`config.mk`:
```
export PLATFORM = sky130hd
export DESIGN_NAME = irs_irq_ctrl
export DESIGN_NICKNAME = d
export VERILOG_FILES = /design/src/irs_pkg.sv /design/src/irs_sync2.sv /design/src/irs_noise_filter.sv /design/src/irs_irq_ctrl.sv
export SDC_FILE = /design/constraint.sdc
export NUM_CORES = 1
export LEC_CHECK = 0
export BUFFER_PORTS_ARGS = -buffer_cell sky130_fd_sc_hd__buf_2
export CORE_MARGIN = 3
export CORE_UTILIZATION = 55
export DETAILED_ROUTE_END_ITERATION = 8
export GPL_TIMING_DRIVEN = 0
export PLACE_DENSITY_LB_ADDON = 0.25
export SLEW_MARGIN = 20
export SYNTH_ARGS = -nofsm -noshare
export SYNTH_HDL_FRONTEND = slang
export SYNTH_SLANG_ARGS = --single-unit
```
`constraint.sdc`:
```
create_clock -name CLK -period 7.15 [get_ports CLK]
set_input_delay 0 -clock CLK [delete_from_list [all_inputs] [get_ports CLK]]
set_output_delay 0 -clock CLK [all_outputs]
set_load 0.005 [all_outputs]
```
`src/irs_pkg.sv`:
```
// irs_pkg: shared constants and carrier types for the interrupt return,
// software trap and external interrupt block.
// assumes a 50 MHz system clock and an APB register bus with 32-bit data.
package irs_pkg;

    // ==========================================================
    // register indices (byte address = index * 4)
    localparam logic [7:0] IDX_EXT_CTRL = 8'h37;
    localparam logic [7:0] IDX_CTRL = 8'h38;
    localparam logic [7:0] IDX_STATUS = 8'h39;
    localparam logic [7:0] IDX_SP = 8'h3A;
    localparam logic [7:0] IDX_INT_STAT = 8'h3B;
    localparam logic [7:0] IDX_INT_CLR = 8'h3C;
    localparam logic [7:0] IDX_INT_EN = 8'h3D;
    localparam int APB_AW = 12;

    // ==========================================================
    // field positions and reset values
    localparam int EXT_PIN_SEL_BIT = 6;
    localparam logic [7:0] EXT_CTRL_RST = 8'h00;
    localparam int CTRL_IMF_BIT = 0;
    localparam int CTRL_EF_BIT = 1;
    localparam int CTRL_DIV_BIT = 2;
    localparam int CTRL_LATCH_BIT = 3;
    localparam int ST_NMI_ACT_BIT = 0;
    localparam int ST_NEST_FLAG_BIT = 1;
    localparam int ST_PIN_LVL_BIT = 2;
    localparam int ST_NEST_LSB = 4;
    localparam int EV_ACCEPT_BIT = 0;
    localparam int EV_SWI_BIT = 1;
    localparam int EV_TRAP_BIT = 2;
    localparam int EV_EXT_BIT = 3;
    localparam int EV_W = 4;
    localparam int NEST_W = 4;
    localparam logic [15:0] SP_RST = 16'h0000;
    localparam logic [15:0] SP_STEP = 16'h0005;
    localparam logic [7:0] TRAP_OPCODE = 8'hFF;

    // ==========================================================
    // memory regions that must never hold code
    localparam logic [15:0] SFR_LO = 16'h0000;
    localparam logic [15:0] SFR_HI = 16'h003F;
    localparam logic [15:0] RAM_LO = 16'h0040;
    localparam logic [15:0] RAM_HI = 16'h023F;
    localparam logic [15:0] DBR_LO = 16'h1F80;
    localparam logic [15:0] DBR_HI = 16'h1FFF;

    // ==========================================================
    // noise filter timing, in high-frequency clock periods
    localparam int FILT_REJECT_CYC = 2;
    localparam int FILT_PASS_CYC = 6;
    localparam int FILT_LEN = (FILT_REJECT_CYC + FILT_PASS_CYC) / 2;
    localparam int FILT_CW = 3;

    // ==========================================================
    // carriers
    typedef enum logic [1:0] {SRC_NONE, SRC_SWI, SRC_NMI, SRC_EXT0} irs_src_t;

    typedef struct packed {
        logic last;
        logic maskable_return_op;
        logic nonmaskable_return_op;
        logic soft_trap_op;
        logic nmi_req;
    } irs_core_evt_t;

    typedef struct packed {
        logic valid;
        logic present;
        logic [15:0] addr;
        logic [7:0] data;
    } irs_fetch_t;

endpackage : irs_pkg

```
`src/irs_sync2.sv`:
```
// irs_sync2: two-stage synchroniser for one asynchronous level.
// assumes the input may change at any time relative to clk.
`timescale 1ns/1ns
module irs_sync2 (
    input wire logic clk, // system clock
    input wire logic rst_b, // async reset, active low
    input wire logic din, // asynchronous level
    output logic dout // synchronised level
);
    logic meta_reg;

    // ==========================================================
    // resets high: idle level of a falling-edge input
    always_ff @(posedge clk or negedge rst_b) begin
        if (!rst_b) begin
            meta_reg <= 1'b1;
            dout <= 1'b1;
        end else begin
            meta_reg <= din;
            dout <= meta_reg;
        end
    end
endmodule : irs_sync2

```
`src/irs_noise_filter.sv`:
```
// irs_noise_filter: counter based digital noise filter.
// assumes din is already synchronised; tick paces the sampling.
`timescale 1ns/1ns
module irs_noise_filter (
    input wire logic clk, // system clock
    input wire logic rst_b, // async reset, active low
    input wire logic tick, // sample enable
    input wire logic din, // synchronised input level
    output logic dout // filtered level
);
    import irs_pkg::*;

    logic [FILT_CW-1:0] cnt_reg;

    // ==========================================================
    // level must persist FILT_LEN samples before it is passed
    always_ff @(posedge clk or negedge rst_b) begin
        if (!rst_b) begin
            cnt_reg <= '0;
            dout <= 1'b1;
        end else if (din == dout) begin
            cnt_reg <= '0;
        end else if (tick) begin
            if (cnt_reg == FILT_CW'(FILT_LEN - 1)) begin
                dout <= din;
                cnt_reg <= '0;
            end else begin
                cnt_reg <= cnt_reg + FILT_CW'(1);
            end
        end
    end

    AST_FILT_REJECT: assert property (@(posedge clk) disable iff (!rst_b)
        $changed(dout) |-> ($past(din) == dout) && ($past(din, 2) == dout))
        else $error("filter passed a pulse shorter than two samples");
endmodule : irs_noise_filter

```
`src/irs_irq_ctrl.sv`:
```
// irs_irq_ctrl: interrupt return, software trap and external interrupt.
// assumes the core reports instruction events on CLK and polls PREADY.
`timescale 1ns/1ns
// Functional notes
// - either return restores PC and status word, stack pointer up five
// - maskable return sets master enable to one
// - non-maskable return restores enable only if it was set and not cleared
// - both returns decrement nesting counter and update nesting flag
// - pending requests sampled in each instruction's last cycle
// - trap opcode raises software interrupt at once, highest priority
// - trap opcode is a no-operation while non-maskable service runs
// - fetch from absent address in single-chip mode returns FFH
// - fetch from RAM, data buffer or special register region resets
// - reset leaves the shared pin as an ordinary port input
// - falling edge sets latch only when pin select is one
// - filter drops pulses under 2 clocks, passes 6 or more with divider select clear, 8 or more with it set
// - acceptance clears enable, pushes, stack pointer down five; only external acceptance clears latch
// - a set latch stays pending until accepted or cleared
module irs_irq_ctrl
    import irs_pkg::*;
(
    input wire logic CLK, // system clock, 50 MHz
    input wire logic RST_B, // async reset, active low
    input wire logic PSEL, // apb select
    input wire logic PENABLE, // apb access phase
    input wire logic PWRITE, // apb direction
    input wire logic [irs_pkg::APB_AW-1:0] PADDR, // apb byte address
    input wire logic [31:0] PWDATA, // apb write data
    output logic [31:0] PRDATA, // apb read data
    output logic PREADY, // apb ready
    output logic PSLVERR, // apb error, unmapped address
    input wire irs_pkg::irs_core_evt_t CORE_EVT, // core instruction events
    input wire irs_pkg::irs_fetch_t FETCH, // opcode fetch request
    input wire logic SINGLE_CHIP, // single-chip mode
    input wire logic EXT0_IRQ_INPUT, // shared external pin, async
    output logic MASTER_IRQ_ENABLE, // master enable flag
    output logic [15:0] SP_O, // stack pointer
    output logic [irs_pkg::NEST_W-1:0] NEST_CNT_O, // nesting counter
    output logic NEST_FLAG_O, // nesting flag
    output logic ACCEPT_O, // acceptance pulse, push now
    output irs_pkg::irs_src_t ACCEPT_SRC_O, // accepted source
    output logic RESTORE_O, // return pulse, pop PC and status word
    output logic [7:0] OPCODE_O, // fetched opcode to core
    output logic ADDR_TRAP_RST_O, // address trap reset pulse
    output logic PORT1_BIT_ZERO, // pin level as port input
    output logic IRQ // event interrupt, level
);
    import irs_pkg::*;

    // ==========================================================
    // state
    logic [7:0] ext_ctrl_reg;
    logic ext0_irq_enable_reg;
    logic div_sel_reg;
    logic ext0_irq_latch_reg;
    logic nmi_pend_reg;
    logic nmi_active_reg;
    logic nmi_imf_saved_reg;
    logic [EV_W-1:0] int_stat_reg;
    logic [EV_W-1:0] int_en_reg;
    logic tick_reg;
    logic filt_prev_reg;
    logic pin_sync;
    logic pin_filt;
    logic [15:0] sp_next;
    logic [NEST_W-1:0] nest_next;
    logic imf_next;

    // ==========================================================
    // apb decode
    logic apb_acc;
    logic apb_wr;
    logic [7:0] idx;
    logic hit_ext, hit_ctrl, hit_status, hit_sp, hit_stat, hit_clr, hit_en;
    logic mapped;

    assign apb_acc = PSEL & PENABLE & PREADY;
    assign apb_wr = apb_acc & PWRITE;
    assign idx = PADDR[9:2];

    always_comb begin
        hit_ext = 1'b0;
        hit_ctrl = 1'b0;
        hit_status = 1'b0;
        hit_sp = 1'b0;
        hit_stat = 1'b0;
        hit_clr = 1'b0;
        hit_en = 1'b0;
        if (PADDR[APB_AW-1:10] != '0 || PADDR[1:0] != 2'b00) begin
            hit_ext = 1'b0;
        end else if (idx == IDX_EXT_CTRL) begin
            hit_ext = 1'b1;
        end else if (idx == IDX_CTRL) begin
            hit_ctrl = 1'b1;
        end else if (idx == IDX_STATUS) begin
            hit_status = 1'b1;
        end else if (idx == IDX_SP) begin
            hit_sp = 1'b1;
        end else if (idx == IDX_INT_STAT) begin
            hit_stat = 1'b1;
        end else if (idx == IDX_INT_CLR) begin
            hit_clr = 1'b1;
        end else if (idx == IDX_INT_EN) begin
            hit_en = 1'b1;
        end
    end

    assign mapped = hit_ext | hit_ctrl | hit_status | hit_sp | hit_stat | hit_clr | hit_en;

    // ==========================================================
    // core events and acceptance
    logic ret_any;
    logic imf_eff;
    logic swi_take, nmi_take, ext_take, any_take;
    logic swi_nop;
    logic pin_sel;
    logic ext_fall;

    assign pin_sel = ext_ctrl_reg[EXT_PIN_SEL_BIT];
    assign ret_any = CORE_EVT.last & (CORE_EVT.maskable_return_op | CORE_EVT.nonmaskable_return_op);

    // enable as it stands after a return ending in this same cycle
    always_comb begin
        imf_eff = MASTER_IRQ_ENABLE;
        if (CORE_EVT.last && CORE_EVT.maskable_return_op) begin
            imf_eff = 1'b1;
        end else if (CORE_EVT.last && CORE_EVT.nonmaskable_return_op) begin
            imf_eff = nmi_imf_saved_reg;
        end
    end

    assign swi_take = CORE_EVT.last & CORE_EVT.soft_trap_op & ~nmi_active_reg;
    assign swi_nop = CORE_EVT.last & CORE_EVT.soft_trap_op & nmi_active_reg;
    assign nmi_take = CORE_EVT.last & ~swi_take & nmi_pend_reg;
    assign ext_take = CORE_EVT.last & ~swi_take & ~nmi_take & ext0_irq_latch_reg
                      & imf_eff & ext0_irq_enable_reg & pin_sel;
    assign any_take = swi_take | nmi_take | ext_take;
    assign ext_fall = filt_prev_reg & ~pin_filt;

    // ==========================================================
    // stack pointer
    always_comb begin
        sp_next = SP_O;
        if (ret_any) begin
            sp_next = sp_next + SP_STEP;
        end
        if (any_take) begin
            sp_next = sp_next - SP_STEP;
        end
        if (!ret_any && !any_take && apb_wr && hit_sp) begin
            sp_next = PWDATA[15:0];
        end
    end

    always_ff @(posedge CLK or negedge RST_B) begin
        if (!RST_B) begin
            SP_O <= SP_RST;
        end else begin
            SP_O <= sp_next;
        end
    end

    // ==========================================================
    // nesting counter and flag
    always_comb begin
        nest_next = NEST_CNT_O;
        if (ret_any && NEST_CNT_O != '0) begin
            nest_next = nest_next - NEST_W'(1);
        end
        if (any_take) begin
            nest_next = nest_next + NEST_W'(1);
        end
    end

    always_ff @(posedge CLK or negedge RST_B) begin
        if (!RST_B) begin
            NEST_CNT_O <= '0;
            NEST_FLAG_O <= 1'b0;
        end else begin
            NEST_CNT_O <= nest_next;
            NEST_FLAG_O <= (nest_next != '0);
        end
    end

    // ==========================================================
    // master enable; hardware wins over a software write
    always_comb begin
        imf_next = MASTER_IRQ_ENABLE;
        if (apb_wr && hit_ctrl) begin
            imf_next = PWDATA[CTRL_IMF_BIT];
        end
        if (ret_any) begin
            imf_next = imf_eff;
        end
        if (any_take) begin
            imf_next = 1'b0;
        end
    end

    always_ff @(posedge CLK or negedge RST_B) begin
        if (!RST_B) begin
            MASTER_IRQ_ENABLE <= 1'b0;
        end else begin
            MASTER_IRQ_ENABLE <= imf_next;
        end
    end

    // ==========================================================
    // non-maskable tracking
    always_ff @(posedge CLK or negedge RST_B) begin
        if (!RST_B) begin
            nmi_pend_reg <= 1'b0;
            nmi_active_reg <= 1'b0;
            nmi_imf_saved_reg <= 1'b0;
        end else begin
            if (CORE_EVT.nmi_req) begin
                nmi_pend_reg <= 1'b1;
            end else if (nmi_take) begin
                nmi_pend_reg <= 1'b0;
            end
            if (nmi_take) begin
                nmi_active_reg <= 1'b1;
                nmi_imf_saved_reg <= imf_eff;
            end else if (CORE_EVT.last && CORE_EVT.nonmaskable_return_op) begin
                nmi_active_reg <= 1'b0;
            end else if (nmi_active_reg && apb_wr && hit_ctrl && !PWDATA[CTRL_IMF_BIT]) begin
                nmi_imf_saved_reg <= 1'b0;
            end
        end
    end

    // ==========================================================
    // acceptance and return strobes
    always_ff @(posedge CLK or negedge RST_B) begin
        if (!RST_B) begin
            ACCEPT_O <= 1'b0;
            ACCEPT_SRC_O <= SRC_NONE;
            RESTORE_O <= 1'b0;
        end else begin
            ACCEPT_O <= any_take;
            RESTORE_O <= ret_any;
            if (swi_take) begin
                ACCEPT_SRC_O <= SRC_SWI;
            end else if (nmi_take) begin
                ACCEPT_SRC_O <= SRC_NMI;
            end else if (ext_take) begin
                ACCEPT_SRC_O <= SRC_EXT0;
            end else begin
                ACCEPT_SRC_O <= SRC_NONE;
            end
        end
    end

    // ==========================================================
    // opcode fetch: absent memory reads as trap in single-chip mode, regions that must never hold code trap-reset
    logic in_code_trap;

    assign in_code_trap = (FETCH.addr <= SFR_HI)
                          | (FETCH.addr >= RAM_LO && FETCH.addr <= RAM_HI)
                          | (FETCH.addr >= DBR_LO && FETCH.addr <= DBR_HI);

    always_ff @(posedge CLK or negedge RST_B) begin
        if (!RST_B) begin
            OPCODE_O <= TRAP_OPCODE;
            ADDR_TRAP_RST_O <= 1'b0;
        end else begin
            if (FETCH.valid) begin
                OPCODE_O <= (SINGLE_CHIP && !FETCH.present) ? TRAP_OPCODE : FETCH.data;
            end
            ADDR_TRAP_RST_O <= FETCH.valid & in_code_trap;
        end
    end

    // ==========================================================
    // external pin: synchronise, filter, edge
    irs_sync2 u_sync (
        .clk(CLK),
        .rst_b(RST_B),
        .din(EXT0_IRQ_INPUT),
        .dout(pin_sync)
    );

    irs_noise_filter u_filt (
        .clk(CLK),
        .rst_b(RST_B),
        .tick(tick_reg),
        .din(pin_sync),
        .dout(pin_filt)
    );

    // divider select halves the sampling rate
    always_ff @(posedge CLK or negedge RST_B) begin
        if (!RST_B) begin
            tick_reg <= 1'b1;
            filt_prev_reg <= 1'b1;
            PORT1_BIT_ZERO <= 1'b1;
        end else begin
            tick_reg <= div_sel_reg ? ~tick_reg : 1'b1;
            filt_prev_reg <= pin_filt;
            PORT1_BIT_ZERO <= pin_sync;
        end
    end

    // ==========================================================
    // control registers
    always_ff @(posedge CLK or negedge RST_B) begin
        if (!RST_B) begin
            ext_ctrl_reg <= EXT_CTRL_RST;
            ext0_irq_enable_reg <= 1'b0;
            div_sel_reg <= 1'b0;
            int_en_reg <= '0;
        end else if (apb_wr) begin
            if (hit_ext) begin
                ext_ctrl_reg <= PWDATA[7:0];
            end else if (hit_ctrl) begin
                ext0_irq_enable_reg <= PWDATA[CTRL_EF_BIT];
                div_sel_reg <= PWDATA[CTRL_DIV_BIT];
            end else if (hit_en) begin
                int_en_reg <= PWDATA[EV_W-1:0];
            end
        end
    end

    // latch: set wins over any clear
    always_ff @(posedge CLK or negedge RST_B) begin
        if (!RST_B) begin
            ext0_irq_latch_reg <= 1'b0;
        end else if (ext_fall && pin_sel) begin
            ext0_irq_latch_reg <= 1'b1;
        end else if (ext_take) begin
            ext0_irq_latch_reg <= 1'b0;
        end else if (apb_wr && hit_ctrl) begin
            ext0_irq_latch_reg <= PWDATA[CTRL_LATCH_BIT];
        end
    end

    // ==========================================================
    // event status, enable, interrupt output
    logic [EV_W-1:0] ev_set;
    logic [EV_W-1:0] ev_clr;

    always_comb begin
        ev_set = '0;
        ev_set[EV_ACCEPT_BIT] = any_take;
        ev_set[EV_SWI_BIT] = swi_take;
        ev_set[EV_TRAP_BIT] = FETCH.valid & in_code_trap;
        ev_set[EV_EXT_BIT] = ext_fall & pin_sel;
        ev_clr = (apb_wr && hit_clr) ? PWDATA[EV_W-1:0] : '0;
    end

    always_ff @(posedge CLK or negedge RST_B) begin
        if (!RST_B) begin
            int_stat_reg <= '0;
            IRQ <= 1'b0;
        end else begin
            int_stat_reg <= (int_stat_reg & ~ev_clr) | ev_set;
            IRQ <= |(((int_stat_reg & ~ev_clr) | ev_set) & int_en_reg);
        end
    end

    // ==========================================================
    // apb answer: one wait state
    logic [31:0] rd_mux;

    always_comb begin
        rd_mux = '0;
        if (hit_ext) begin
            rd_mux[7:0] = ext_ctrl_reg;
        end else if (hit_ctrl) begin
            rd_mux[CTRL_IMF_BIT] = MASTER_IRQ_ENABLE;
            rd_mux[CTRL_EF_BIT] = ext0_irq_enable_reg;
            rd_mux[CTRL_DIV_BIT] = div_sel_reg;
            rd_mux[CTRL_LATCH_BIT] = ext0_irq_latch_reg;
        end else if (hit_status) begin
            rd_mux[ST_NMI_ACT_BIT] = nmi_active_reg;
            rd_mux[ST_NEST_FLAG_BIT] = NEST_FLAG_O;
            rd_mux[ST_PIN_LVL_BIT] = PORT1_BIT_ZERO;
            rd_mux[ST_NEST_LSB +: NEST_W] = NEST_CNT_O;
        end else if (hit_sp) begin
            rd_mux[15:0] = SP_O;
        end else if (hit_stat) begin
            rd_mux[EV_W-1:0] = int_stat_reg;
        end else if (hit_en) begin
            rd_mux[EV_W-1:0] = int_en_reg;
        end
    end

    always_ff @(posedge CLK or negedge RST_B) begin
        if (!RST_B) begin
            PREADY <= 1'b0;
            PRDATA <= '0;
            PSLVERR <= 1'b0;
        end else begin
            PREADY <= PSEL & PENABLE & ~PREADY;
            PRDATA <= (PSEL && PENABLE && !PREADY && !PWRITE) ? rd_mux : '0;
            PSLVERR <= PSEL & PENABLE & ~PREADY & ~mapped;
        end
    end

    // ==========================================================
    // checks
    logic solo_maskable_return_op, solo_nonmaskable_return_op;
    assign solo_maskable_return_op = CORE_EVT.last & CORE_EVT.maskable_return_op & ~any_take;
    assign solo_nonmaskable_return_op = CORE_EVT.last & CORE_EVT.nonmaskable_return_op & ~any_take;

    AST_RET_SP: assert property (@(posedge CLK) disable iff (!RST_B)
        (solo_maskable_return_op || solo_nonmaskable_return_op) |=> SP_O == $past(SP_O) + SP_STEP && RESTORE_O)
        else $error("return did not raise stack pointer by five");
    AST_MASKABLE_RETURN_OP_IMF: assert property (@(posedge CLK) disable iff (!RST_B)
        solo_maskable_return_op |=> MASTER_IRQ_ENABLE)
        else $error("maskable return left master enable clear");
    AST_NONMASKABLE_RETURN_OP_IMF: assert property (@(posedge CLK) disable iff (!RST_B)
        solo_nonmaskable_return_op |=> MASTER_IRQ_ENABLE == $past(nmi_imf_saved_reg))
        else $error("non-maskable return restored wrong enable");
    AST_RET_NEST: assert property (@(posedge CLK) disable iff (!RST_B)
        ((solo_maskable_return_op || solo_nonmaskable_return_op) && NEST_CNT_O != '0)
        |=> NEST_CNT_O == $past(NEST_CNT_O) - NEST_W'(1) && NEST_FLAG_O == (NEST_CNT_O != '0))
        else $error("return did not decrement nesting");
    AST_SWI_TAKE: assert property (@(posedge CLK) disable iff (!RST_B)
        (CORE_EVT.last && CORE_EVT.soft_trap_op && !nmi_active_reg)
        |=> ACCEPT_O && ACCEPT_SRC_O == SRC_SWI)
        else $error("trap opcode not accepted at once");
    AST_SWI_NOP: assert property (@(posedge CLK) disable iff (!RST_B)
        swi_nop |=> ACCEPT_SRC_O != SRC_SWI)
        else $error("trap raised during non-maskable service");
    AST_FETCH_FF: assert property (@(posedge CLK) disable iff (!RST_B)
        (FETCH.valid && SINGLE_CHIP && !FETCH.present) |=> OPCODE_O == TRAP_OPCODE)
        else $error("absent fetch did not return trap opcode");
    AST_ADDR_TRAP: assert property (@(posedge CLK) disable iff (!RST_B)
        (FETCH.valid && FETCH.addr >= DBR_LO && FETCH.addr <= DBR_HI) |=> ADDR_TRAP_RST_O)
        else $error("fetch from data buffer did not trap");
    AST_PIN_GATE: assert property (@(posedge CLK) disable iff (!RST_B)
        (!pin_sel && !ext0_irq_latch_reg && !(apb_wr && hit_ctrl)) |=> !ext0_irq_latch_reg)
        else $error("latch set while pin in port mode");
    AST_ACCEPT: assert property (@(posedge CLK) disable iff (!RST_B)
        (any_take && !ret_any) |=> !MASTER_IRQ_ENABLE && SP_O == $past(SP_O) - SP_STEP)
        else $error("acceptance did not clear enable and push five");
    AST_LATCH_HOLD: assert property (@(posedge CLK) disable iff (!RST_B)
        (ext0_irq_latch_reg && !ext_take && !(apb_wr && hit_ctrl)) |=> ext0_irq_latch_reg)
        else $error("pending latch lost");
endmodule : irs_irq_ctrl

```
==> results of run 1 <==
[cells by family (layout without fill, tap and decap cells)]
group / after synthesis / count (layout) / share of synthesized area
DFF: 85 / 85 / 0.451
AOI/OAI and AO/OA: 111 / 111 / 0.163
other: 1 / 16 / 0.000789
and+or+nand+nor: 212 / 212 / 0.222
buffers and inverters: 53 / 217 / 0.0606
muxes: 19 / 19 / 0.0437
adders and majority gates: 5 / 5 / 0.0132
xor gates and xnor gates: 25 / 25 / 0.0461
[report_power, final]
group	internal [mW]	leakage [nW]	switching, mW	total, mW
registers	0.558	1.07	0.0979	0.656
logic	0.262	1.66	0.351	0.613
clock network	0.170	0.103	0.200	0.370
[layout by cell type, fill, tap and decap left out, types with 16 or more instances in the layout]
master,instances
a21oi_1,36
buf_2,119
buf_4,17
conb_1,16
dfrtp_1,71
dlygate4sd3_1,35
nand2_1,54
nor2_1,65
xnor2_1,20
[through the flow]
| step | instance area [sq um] | cells | total power [mW] | utilization | worst slack (ps) |
|---|---|---|---|---|---|
| after global placement | 5500 | 743 | 1.22 | 0.663 | 4260 |
| after CTS | 6100 | 795 | 1.63 | 0.735 | 4280 |
| final | 6100 | 795 | 1.64 | 0.735 | 4190 |
| after detailed placement | 5530 | 744 | 1.25 | 0.666 | 4290 |
| after global routing | 6100 | 795 | 1.73 | 0.735 | 3940 |
| after floorplan | 4810 | 526 | 1.04 | - | 4710 |
[layout make-up]
type | count | area (sq um) | share of cell area
buffer | 39 | 233 | 0.0382
clock buffer | 9 | 124 | 0.0203
clock inverter | 7 | 92.6 | 0.0152
inverter | 14 | 55.1 | 0.00903
multi-input combinational | 388 | 2380 | 0.390
sequential | 85 | 2140 | 0.352
tap | 105 | 131 | 0.0215
timing repair buffer | 148 | 941 | 0.154
[cells in the mapped netlist, drive strengths merged, types with 5 or more instances]
cell type	count	area, sq um
nand2	54	203
inv	14	55.1
nor4	14	93.8
nor2	65	244
a221oi	6	58.8
dfstp	14	368
mux2i	5	50.1
o21ai	16	91.3
xnor2	20	175
a21oi	36	180
buf	27	186
mux2	14	158
ha	5	62.6
dfrtp	71	1780
nand4	6	37.5
nand2b	10	62.6
nor3	15	80.1
a22oi	6	45.0
nand3	12	60.1
clkbuf	12	46.3
xor2	5	43.8
and2	7	43.8
[routing by layer]
metal  track usage  wire length (um)
met5             0                 0
met1         0.370              5520
met4         0.116               401
met2         0.453              6580
met3        0.0453              1160
[how the worst max path moves through the flow]
| stage | slack (ps) | depth (start not counted) | start | endpoint |
|---|---|---|---|---|
| final | 4190 | 9 | SP_O[0] | SP_O[10] |
| after CTS | 4280 | 9 | SP_O[0] | SP_O[10] |
| after floorplan | 4710 | 9 | SP_O[0] | SP_O[10] |
| after global routing | 3940 | 9 | SP_O[0] | SP_O[15] |
| after detailed placement | 4290 | 9 | SP_O[0] | SP_O[10] |
| after global placement | 4260 | 9 | SP_O[0] | SP_O[10] |
[worst register-to-register path, stage by stage, from the launching register on]
cell,delay (ps)
dfrtp_1,500
ha_1,250
buf_2,160
or3b_1,390
nor4b_1,410
a211oi_1,170
nor4_1,570
o21ai_0,190
o211ai_1,120
a21oi_1,90
==> flow_summary.ini, run 1 <==
[critical_path]
cp_num_buf_inv = 1
reg2reg_from = SP_O[0]
slowest_stage = nor4_1
cp.arrival_ps = 3210
path_cells = ha_1, buf_2, or3b_1, nor4b_1, a211oi_1, nor4_1, o21ai_0, o211ai_1, a21oi_1
critPathMaxFanout = 8
max_stage_delay_ps = 570
reg2reg_depth = 9
end_kind = flop
worstSetupPathType = reg2reg
cp.required_ps = 7400
critPathLaunchType = flop
crit_family = simple AND/OR/NAND/NOR gates
rr_endpoint = SP_O[10]
ff2ff_setup_slack_ps = 4190

[clock_network]
numCtsBuffers = 9
clock_path_buffers = 2
clk_pin_slew_ps = 100
clock_latency_ps = 370
post_cts_resized = 0
cts.sinks = 85
htreeDepth = 3
cts_hold_buf = 35
cts_tree = yes
postCtsSetupBuffers = 0
cts-root-buf = clkbuf_8

[synth]
ys_async_sr_fraction = 1.00
synth_ff_type = dfrtp_1
ys_seq_area_frac = 0.451
synth_edf_count = 0
syn_avg_cell_area_sq_um = 9.30
yosys_warnings = 0
netlist_area_sq_um = 4750
netlist_instances = 511
synth_seq_cells = 85
yosysUniqueCellTypes = 72

[layout]
antenna_cells = 0
drive_gt1_frac = 0.281
nNetsFinal = 772
top_regs = PRDATA: 16 flops, SP_O: 16 flops
nFillCells = 646
syn_to_final_growth_pct = 28.3

[detailed_routing]
via_per_inst = 5.73
drtPass1Iterations = 7
initialDrtViolationCount = 377
routedWlPerCell_um = 17.2
drt-total-wl_um = 13700
vias = 4556
ant_nets = 0
drc = 0

[run_status]
status = finished, final reports clean

[floorplanning]
die_x_um = 99.0
start_util = 0.573
pin_count = 153
core_area_sq_um = 8300
die-area_sq_um = 9790
rows = 33
die_y_um = 99.0

[sta]
fin_crit_sh = 0.414
drv_slew = 0
fin_worst_skew_ps = 8.10
setup_viol = 0
rsz0062_at_grt = no
min_period_ps = 2960
timing.slew.headroom = 0.478
fmax_ghz = 0.338
timing.hold.ws_ps = 15.7
tns_ps = 0
worst_slew_pin_slew_ps = 775
finalHoldViolations = 0

[grt]
grt_max_degree = 58
grt_pass1_wl_um = 21500
grt_overflow_total = 0
track_usage = 0.278
grt_pass1_vias = 4291
antenna_found_initial = 0

[pwr]
powerDensity_nw_per_um2 = 269
vdd.ir_drop.worst_mv = 0.190
p_leak_nw = 2.83

[placement]
dpl.hpwl_um = 9800
gp_congestion = 0.902
numPortBuffers = 112

[hold_path]
min_to = OPCODE_O[0]
min_path_cells = 3
hold_path_class = in2reg
worstHoldStart = FETCH[25]

[job]
max-cap-violations = 0
No activity file was read; power rests on OpenSTA's default activity.
==> inputs of run 2 (changes only) <==
--- a/config.mk
+++ b/config.mk
@@ -5,9 +5,10 @@
 export SDC_FILE = /design/constraint.sdc
 export NUM_CORES = 1
 export LEC_CHECK = 0
+export ABC_AREA = 1
 export BUFFER_PORTS_ARGS = -buffer_cell sky130_fd_sc_hd__buf_2
 export CORE_MARGIN = 3
-export CORE_UTILIZATION = 55
+export CORE_UTILIZATION = 47
 export DETAILED_ROUTE_END_ITERATION = 8
 export GPL_TIMING_DRIVEN = 0
 export PLACE_DENSITY_LB_ADDON = 0.25
==> constraint.sdc (replaced) <==
create_clock -name CLK -period 2.7 [get_ports CLK]
set_input_delay 0 -clock CLK [delete_from_list [all_inputs] [get_ports CLK]]
set_output_delay 0 -clock CLK [all_outputs]
set_load 0.005 [all_outputs]
==> flow_summary.ini, run 2 <==
[run_status]
status = finished, final reports clean

[critical_path]
end_kind = flop
cp.required_ps = 2920
cp.arrival_ps = 2580
worstSetupPathType = reg2reg
critPathLaunchType = flop
critPathMaxFanout = 7

[clock_network]
clock_latency_ps = 350
htreeDepth = 3
cts.sinks = 85
cts-root-buf = clkbuf_8
postCtsSetupBuffers = 0
clk_pin_slew_ps = 80
numCtsBuffers = 9
cts_tree = yes
clock_path_buffers = 2

[grt]
grt_pass1_wl_um = 22200
grt_overflow_total = 0
track_usage = 0.240
grt_max_degree = 52
antenna_found_initial = 0
grt_pass1_vias = 4701

[synth]
ys_seq_area_frac = 0.437
ys_async_sr_fraction = 1.00
synth-xor-area-share = 0.0161
netlist_instances = 643
ys_top_cells_by_count = 165 x nand2_1, 89 x inv_1, 71 x dfrtp_1
synth_edf_count = 0
synth_compound_area_frac = 0.105
yosys_warnings = 0
synth_top_cell_by_area = dfrtp_1
synth_top_family_by_area = simple AND/OR/NAND/NOR gates
synth.area.top_cells = dfrtp_1 36%, nand2_1 13%, dfstp_2 7.5%
yosys.area_share.adder = 0.0127
synth_top_area_share = 0.362
syn_avg_cell_area_sq_um = 7.64
synth_seq_cells = 85
synthSimpleGateAreaFrac = 0.312
synth.most_common_cell = nand2_1
synth_ff_type = dfrtp_1
yosysUniqueCellTypes = 47
muxShareOfSynthArea = 0.00892
netlist_area_sq_um = 4910

[detailed_routing]
wl_met3_um = 848
routedWlPerCell_um = 14.0
m1WireLength_um = 5940
via_per_inst = 4.99
ant_nets = 0
initialDrtViolationCount = 271
dr_wl_met2_um = 6380
drtPass1Iterations = 7
vias = 4789
drt-total-wl_um = 13400
highest_layer = met4
drc = 0

[sta]
worst_slew_pin_slew_ps = 988
min_period_ps = 2350
setup_viol = 0
rsz0062_at_grt = no
fin_worst_skew_ps = 9.54
fmax_ghz = 0.425
fin_crit_sh = 0.872
timing.slew.headroom = 0.336
tns_ps = 0
finalHoldViolations = 0
drv_slew = 0

[layout]
nNetsFinal = 908
mostFrequentLayoutCell = nand2_1
drive_gt1_frac = 0.251
nFillCells = 879
antenna_cells = 0
top_regs = PRDATA: 16 flops, SP_O: 16 flops
mostFrequentLayoutCells = 165 x nand2_1, 113 x buf_2, 89 x inv_1
syn_to_final_growth_pct = 29.5

[hold_path]
hold_path_class = in2reg

[pwr]
comb_power_share = 0.371
p_total_mw = 4.48
vdd.ir_drop.worst_mv = 0.340
p_seq_frac = 0.384
p_switching_mw = 1.72
powerDensity_nw_per_um2 = 705
p_leak_nw = 3.26
pwr-share-clk = 0.245
sw_frac_of_total = 0.385
p_int_mw = 2.76

[floorplanning]
start_util = 0.493
die_x_um = 108
core_area_sq_um = 9950
die_y_um = 108
pin_count = 153
die-area_sq_um = 11700
rows = 36

[placement]
gp_congestion = 0.931
numPortBuffers = 113
dpl.hpwl_um = 10100

[job]
max-cap-violations = 0
[run 2: changes by cell type in the layout (fill, tap and decap cells not counted), moves of 10 or more]
cell,before,now
a21oi_1,36,22
inv_1,13,89
mux2_2,14,3
nand2_1,54,165
nand2_2,0,11
nand2b_1,10,0
nand3_1,12,41
nor2_1,65,52
nor4_1,13,2
o21ai_0,12,44
xnor2_1,20,2
[run 2: final cells by class]
| type | instances | area, sq um | area share |
|---|---|---|---|
| buffer | 21 | 156 | 0.0246 |
| clock buffer | 11 | 141 | 0.0222 |
| clock inverter | 5 | 108 | 0.0169 |
| inverter | 98 | 370 | 0.0583 |
| multi-input combinational | 454 | 2290 | 0.361 |
| sequential | 85 | 2140 | 0.337 |
| tap | 133 | 166 | 0.0262 |
| timing repair buffer | 152 | 976 | 0.154 |
[run 2: per-layer routing]
| layer | track usage | vias up |
|---|---|---|
| li1 | - | 2390 |
| met1 | 0.320 | 2207 |
| met2 | 0.401 | 169 |
| met3 | 0.0442 | 23 |
| met4 | 0.0667 | 0 |
| met5 | 0 | - |
[run 2: power groups by stage]
stage,Combinational (mW),Sequential (mW),Clock [mW]
after floorplan,1.12,1.69,0
after global placement,1.54,1.73,0
after detailed placement,1.60,1.74,0
after CTS,1.66,1.72,1.12
after global routing,1.90,1.75,1.18
final,1.66,1.72,1.10
[run 2: kinds of logic (layout without fill, tap and decap cells)]
group | Yosys count | in the layout
AND/OR/NAND/NOR | 324 | 324
AO/OA/AOI/OAI | 96 | 96
other | 1 | 16
buffers and inverters | 119 | 287
flip-flops | 85 | 85
XOR/XNOR | 9 | 9
adder cells (fa/ha/maj) | 5 | 5
multiplexers | 4 | 4
[run 2: through the flow]
stage | cell area (sq um) | hold slack (ps) | utilization | instances | setup WS, ps
after CTS | 6360 | 0.912 | 0.639 | 959 | 446
after global placement | 5700 | 105 | 0.572 | 904 | 505
after floorplan | 4970 | -296 | - | 658 | 850
after global routing | 6360 | 48.2 | 0.639 | 959 | 163
after detailed placement | 5730 | -7.04 | 0.575 | 905 | 445
final | 6360 | 15.4 | 0.639 | 959 | 345
[run 2: path summary, 6_finish.rpt]
path                            startpoint         endpoint  slack (ps)  cells after the start
max                                 PREADY              IRQ         350                      7
min                              PWDATA[0]          SP_O[0]          20                      3
max reg2reg                         PREADY              IRQ         350                      7
min reg2reg                u_sync.meta_reg      u_sync.dout         360                      0
max in group asynchronous            RST_B         tick_reg        1920                      3
min in group asynchronous            RST_B  ADDR_TRAP_RST_O         140                      2
[run 2: timing repair]
action / CTS / global route
hold buffers: 38 / 0
resized for setup: 0 / 0
endpoints found under the hold margin: 74 / 0
[run 2: worst max-delay path, cell delays in order (launching register included)]
cell,delay [ps]
dfrtp_1,370
inv_1,40
nor3_1,800
nand3_1,380
o21ai_0,290
o21ai_0,170
nand2_1,90
nand4_1,90
==> inputs of run 3 (changes only) <==
--- a/config.mk
+++ b/config.mk
@@ -12,6 +12,7 @@
 export DETAILED_ROUTE_END_ITERATION = 8
 export GPL_TIMING_DRIVEN = 0
 export PLACE_DENSITY_LB_ADDON = 0.25
+export RECOVER_POWER = 100
 export SLEW_MARGIN = 20
 export SYNTH_ARGS = -nofsm -noshare
 export SYNTH_HDL_FRONTEND = slang
==> flow_summary.ini, run 3 (same netlist as run 2, synthesis figures left out) <==
[detailed_routing]
drt-total-wl_um = 13400
initialDrtViolationCount = 279
drc = 0
routedWlPerCell_um = 14.0
ant_nets = 0
vias = 4821
via_per_inst = 5.03
drtPass1Iterations = 5

[clock_network]
clk_pin_slew_ps = 90
cts_tree = yes
clock_latency_ps = 350
htreeDepth = 3
numCtsBuffers = 9
clock_path_buffers = 2
cts.sinks = 85
post_cts_resized = 0
cts-root-buf = clkbuf_8

[sta]
setup_viol = 0
worst_slew_pin_slew_ps = 2010
timing.slew.headroom = -0.343
drv_slew = 35
setup_ws_ps = 334
fmax_ghz = 0.423
tns_ps = 0
rsz0062_at_grt = no
fin_worst_skew_ps = 8.99
fin_crit_sh = 0.876
finalHoldViolations = 0
min_period_ps = 2370

[hold_path]
min_path_cells = 3
min_to = SP_O[0]
hold_path_class = in2reg
worstHoldStart = PWDATA[0]

[critical_path]
worstSetupPathType = reg2reg
reg2reg_from = ext_ctrl_reg[6]
cp.required_ps = 2940
path_cells = nand2_1, inv_1, nand2_1, nor2_1, nand2_1, nand2_1, inv_4, nand2_4, nor3_4, inv_2, nand3_1, nand2_1
ff2ff_setup_slack_ps = 330
end_kind = flop
rr_endpoint = SP_O[11]
reg2reg_depth = 12
critPathMaxFanout = 10
cp.arrival_ps = 2610
max_stage_delay_ps = 440
slowest_stage = dfrtp_1
critPathLaunchType = flop
cpMostUsedCell = nand2_1

[grt]
antenna_found_initial = 0
grt_pass1_vias = 4701
grt_pass1_wl_um = 22200
grt_max_degree = 52
track_usage = 0.240
grt_overflow_total = 0

[floorplanning]
rows = 36
die_y_um = 108
start_util = 0.493
die-area_sq_um = 11700
die_x_um = 108
core_area_sq_um = 9950
pin_count = 153

[run_status]
status = finished with violations
violations = capacitance limit, slew limit

[pwr]
p_int_mw = 2.73
p_leak_nw = 3.19
comb_power_share = 0.367
p_switching_mw = 1.73
vdd.ir_drop.worst_mv = 0.331
powerDensity_nw_per_um2 = 706
sw_frac_of_total = 0.388
p_seq_frac = 0.386
pwr-share-clk = 0.247

[placement]
gp_congestion = 0.931
dpl.hpwl_um = 10100
pre_cts_ws_ps = 445
numPortBuffers = 113

[layout]
fin_util = 0.634
antenna_cells = 0
top_regs = PRDATA: 16 flops, SP_O: 16 flops
drive_gt1_frac = 0.203
nNetsFinal = 908
syn_to_final_growth_pct = 28.5
nFillCells = 898
mostFrequentLayoutCell = nand2_1
mostFrequentLayoutCells = 169 x nand2_1, 94 x buf_2, 91 x inv_1

[job]
max-cap-violations = 1
==> run 3: cell count changes in the layout (fill, tap and decap cells not counted), sizes merged <==
cell / change
clkbuf: +19
buf: -19
==> run 3: critical path, delay by kind of cell (launching register included) <==
family        cells  cell delay (ps)
simple gates      9             1400
flops             1              440
buf+inv           3              400
==> run 3: power by group through the flow <==
stage / combinational, mW / sequential [mW] / clock [mW]
detailed placement: 1.60 / 1.74 / 0
floorplan: 1.12 / 1.69 / 0
finish: 1.63 / 1.72 / 1.10
CTS: 1.66 / 1.72 / 1.12
global route: 1.87 / 1.74 / 1.18
global placement: 1.54 / 1.73 / 0
==> run 3: metrics by stage <==
| step | power [mW] | hold WS, ps | instances | area [sq um] |
|---|---|---|---|---|
| detailed placement | 3.35 | -7.04 | 905 | 5730 |
| floorplan | 2.80 | -296 | 658 | 4970 |
| global route | 4.80 | 48.2 | 959 | 6310 |
| CTS | 4.50 | 0.912 | 959 | 6360 |
| global placement | 3.27 | 105 | 904 | 5700 |
| finish | 4.45 | 22.4 | 959 | 6310 |
==> run 3: timing repair <==
action	CTS	global route
hold buffers	38	0
setup buffers	0	0
setup endpoints to repair	0	0
hold endpoints to repair	74	0
==> run 3: final cells by class <==
class                      count  area (sq um)  area share
timing repair buffer         152           948       0.150
multi-input combinational    454          2270       0.360
clock inverter                 5           108      0.0171
inverter                      98           370      0.0587
sequential                    85          2140       0.340
clock buffer                  11           141      0.0224
buffer                        21           156      0.0248
tap                          133           166      0.0264
==> run 3: per-layer routing <==
metal | vias up | share of wire | track usage
li1 | 2386 | - | -
met5 | - | 0 | 0
met2 | 191 | 0.48 | 0.401
met1 | 2220 | 0.44 | 0.320
met4 | 0 | 0.017 | 0.0667
met3 | 24 | 0.069 | 0.0442
==> run 3: worst max-delay path by stage <==
stage | startpoint | to | depth (start not counted)
after floorplan | SP_O[0] | SP_O[12] | 12
after global placement | PREADY | SP_O[9] | 7
after detailed placement | PREADY | IRQ | 7
after CTS | SP_O[0] | SP_O[12] | 12
after global routing | ext_ctrl_reg[6] | SP_O[14] | 13
final | ext_ctrl_reg[6] | SP_O[11] | 12
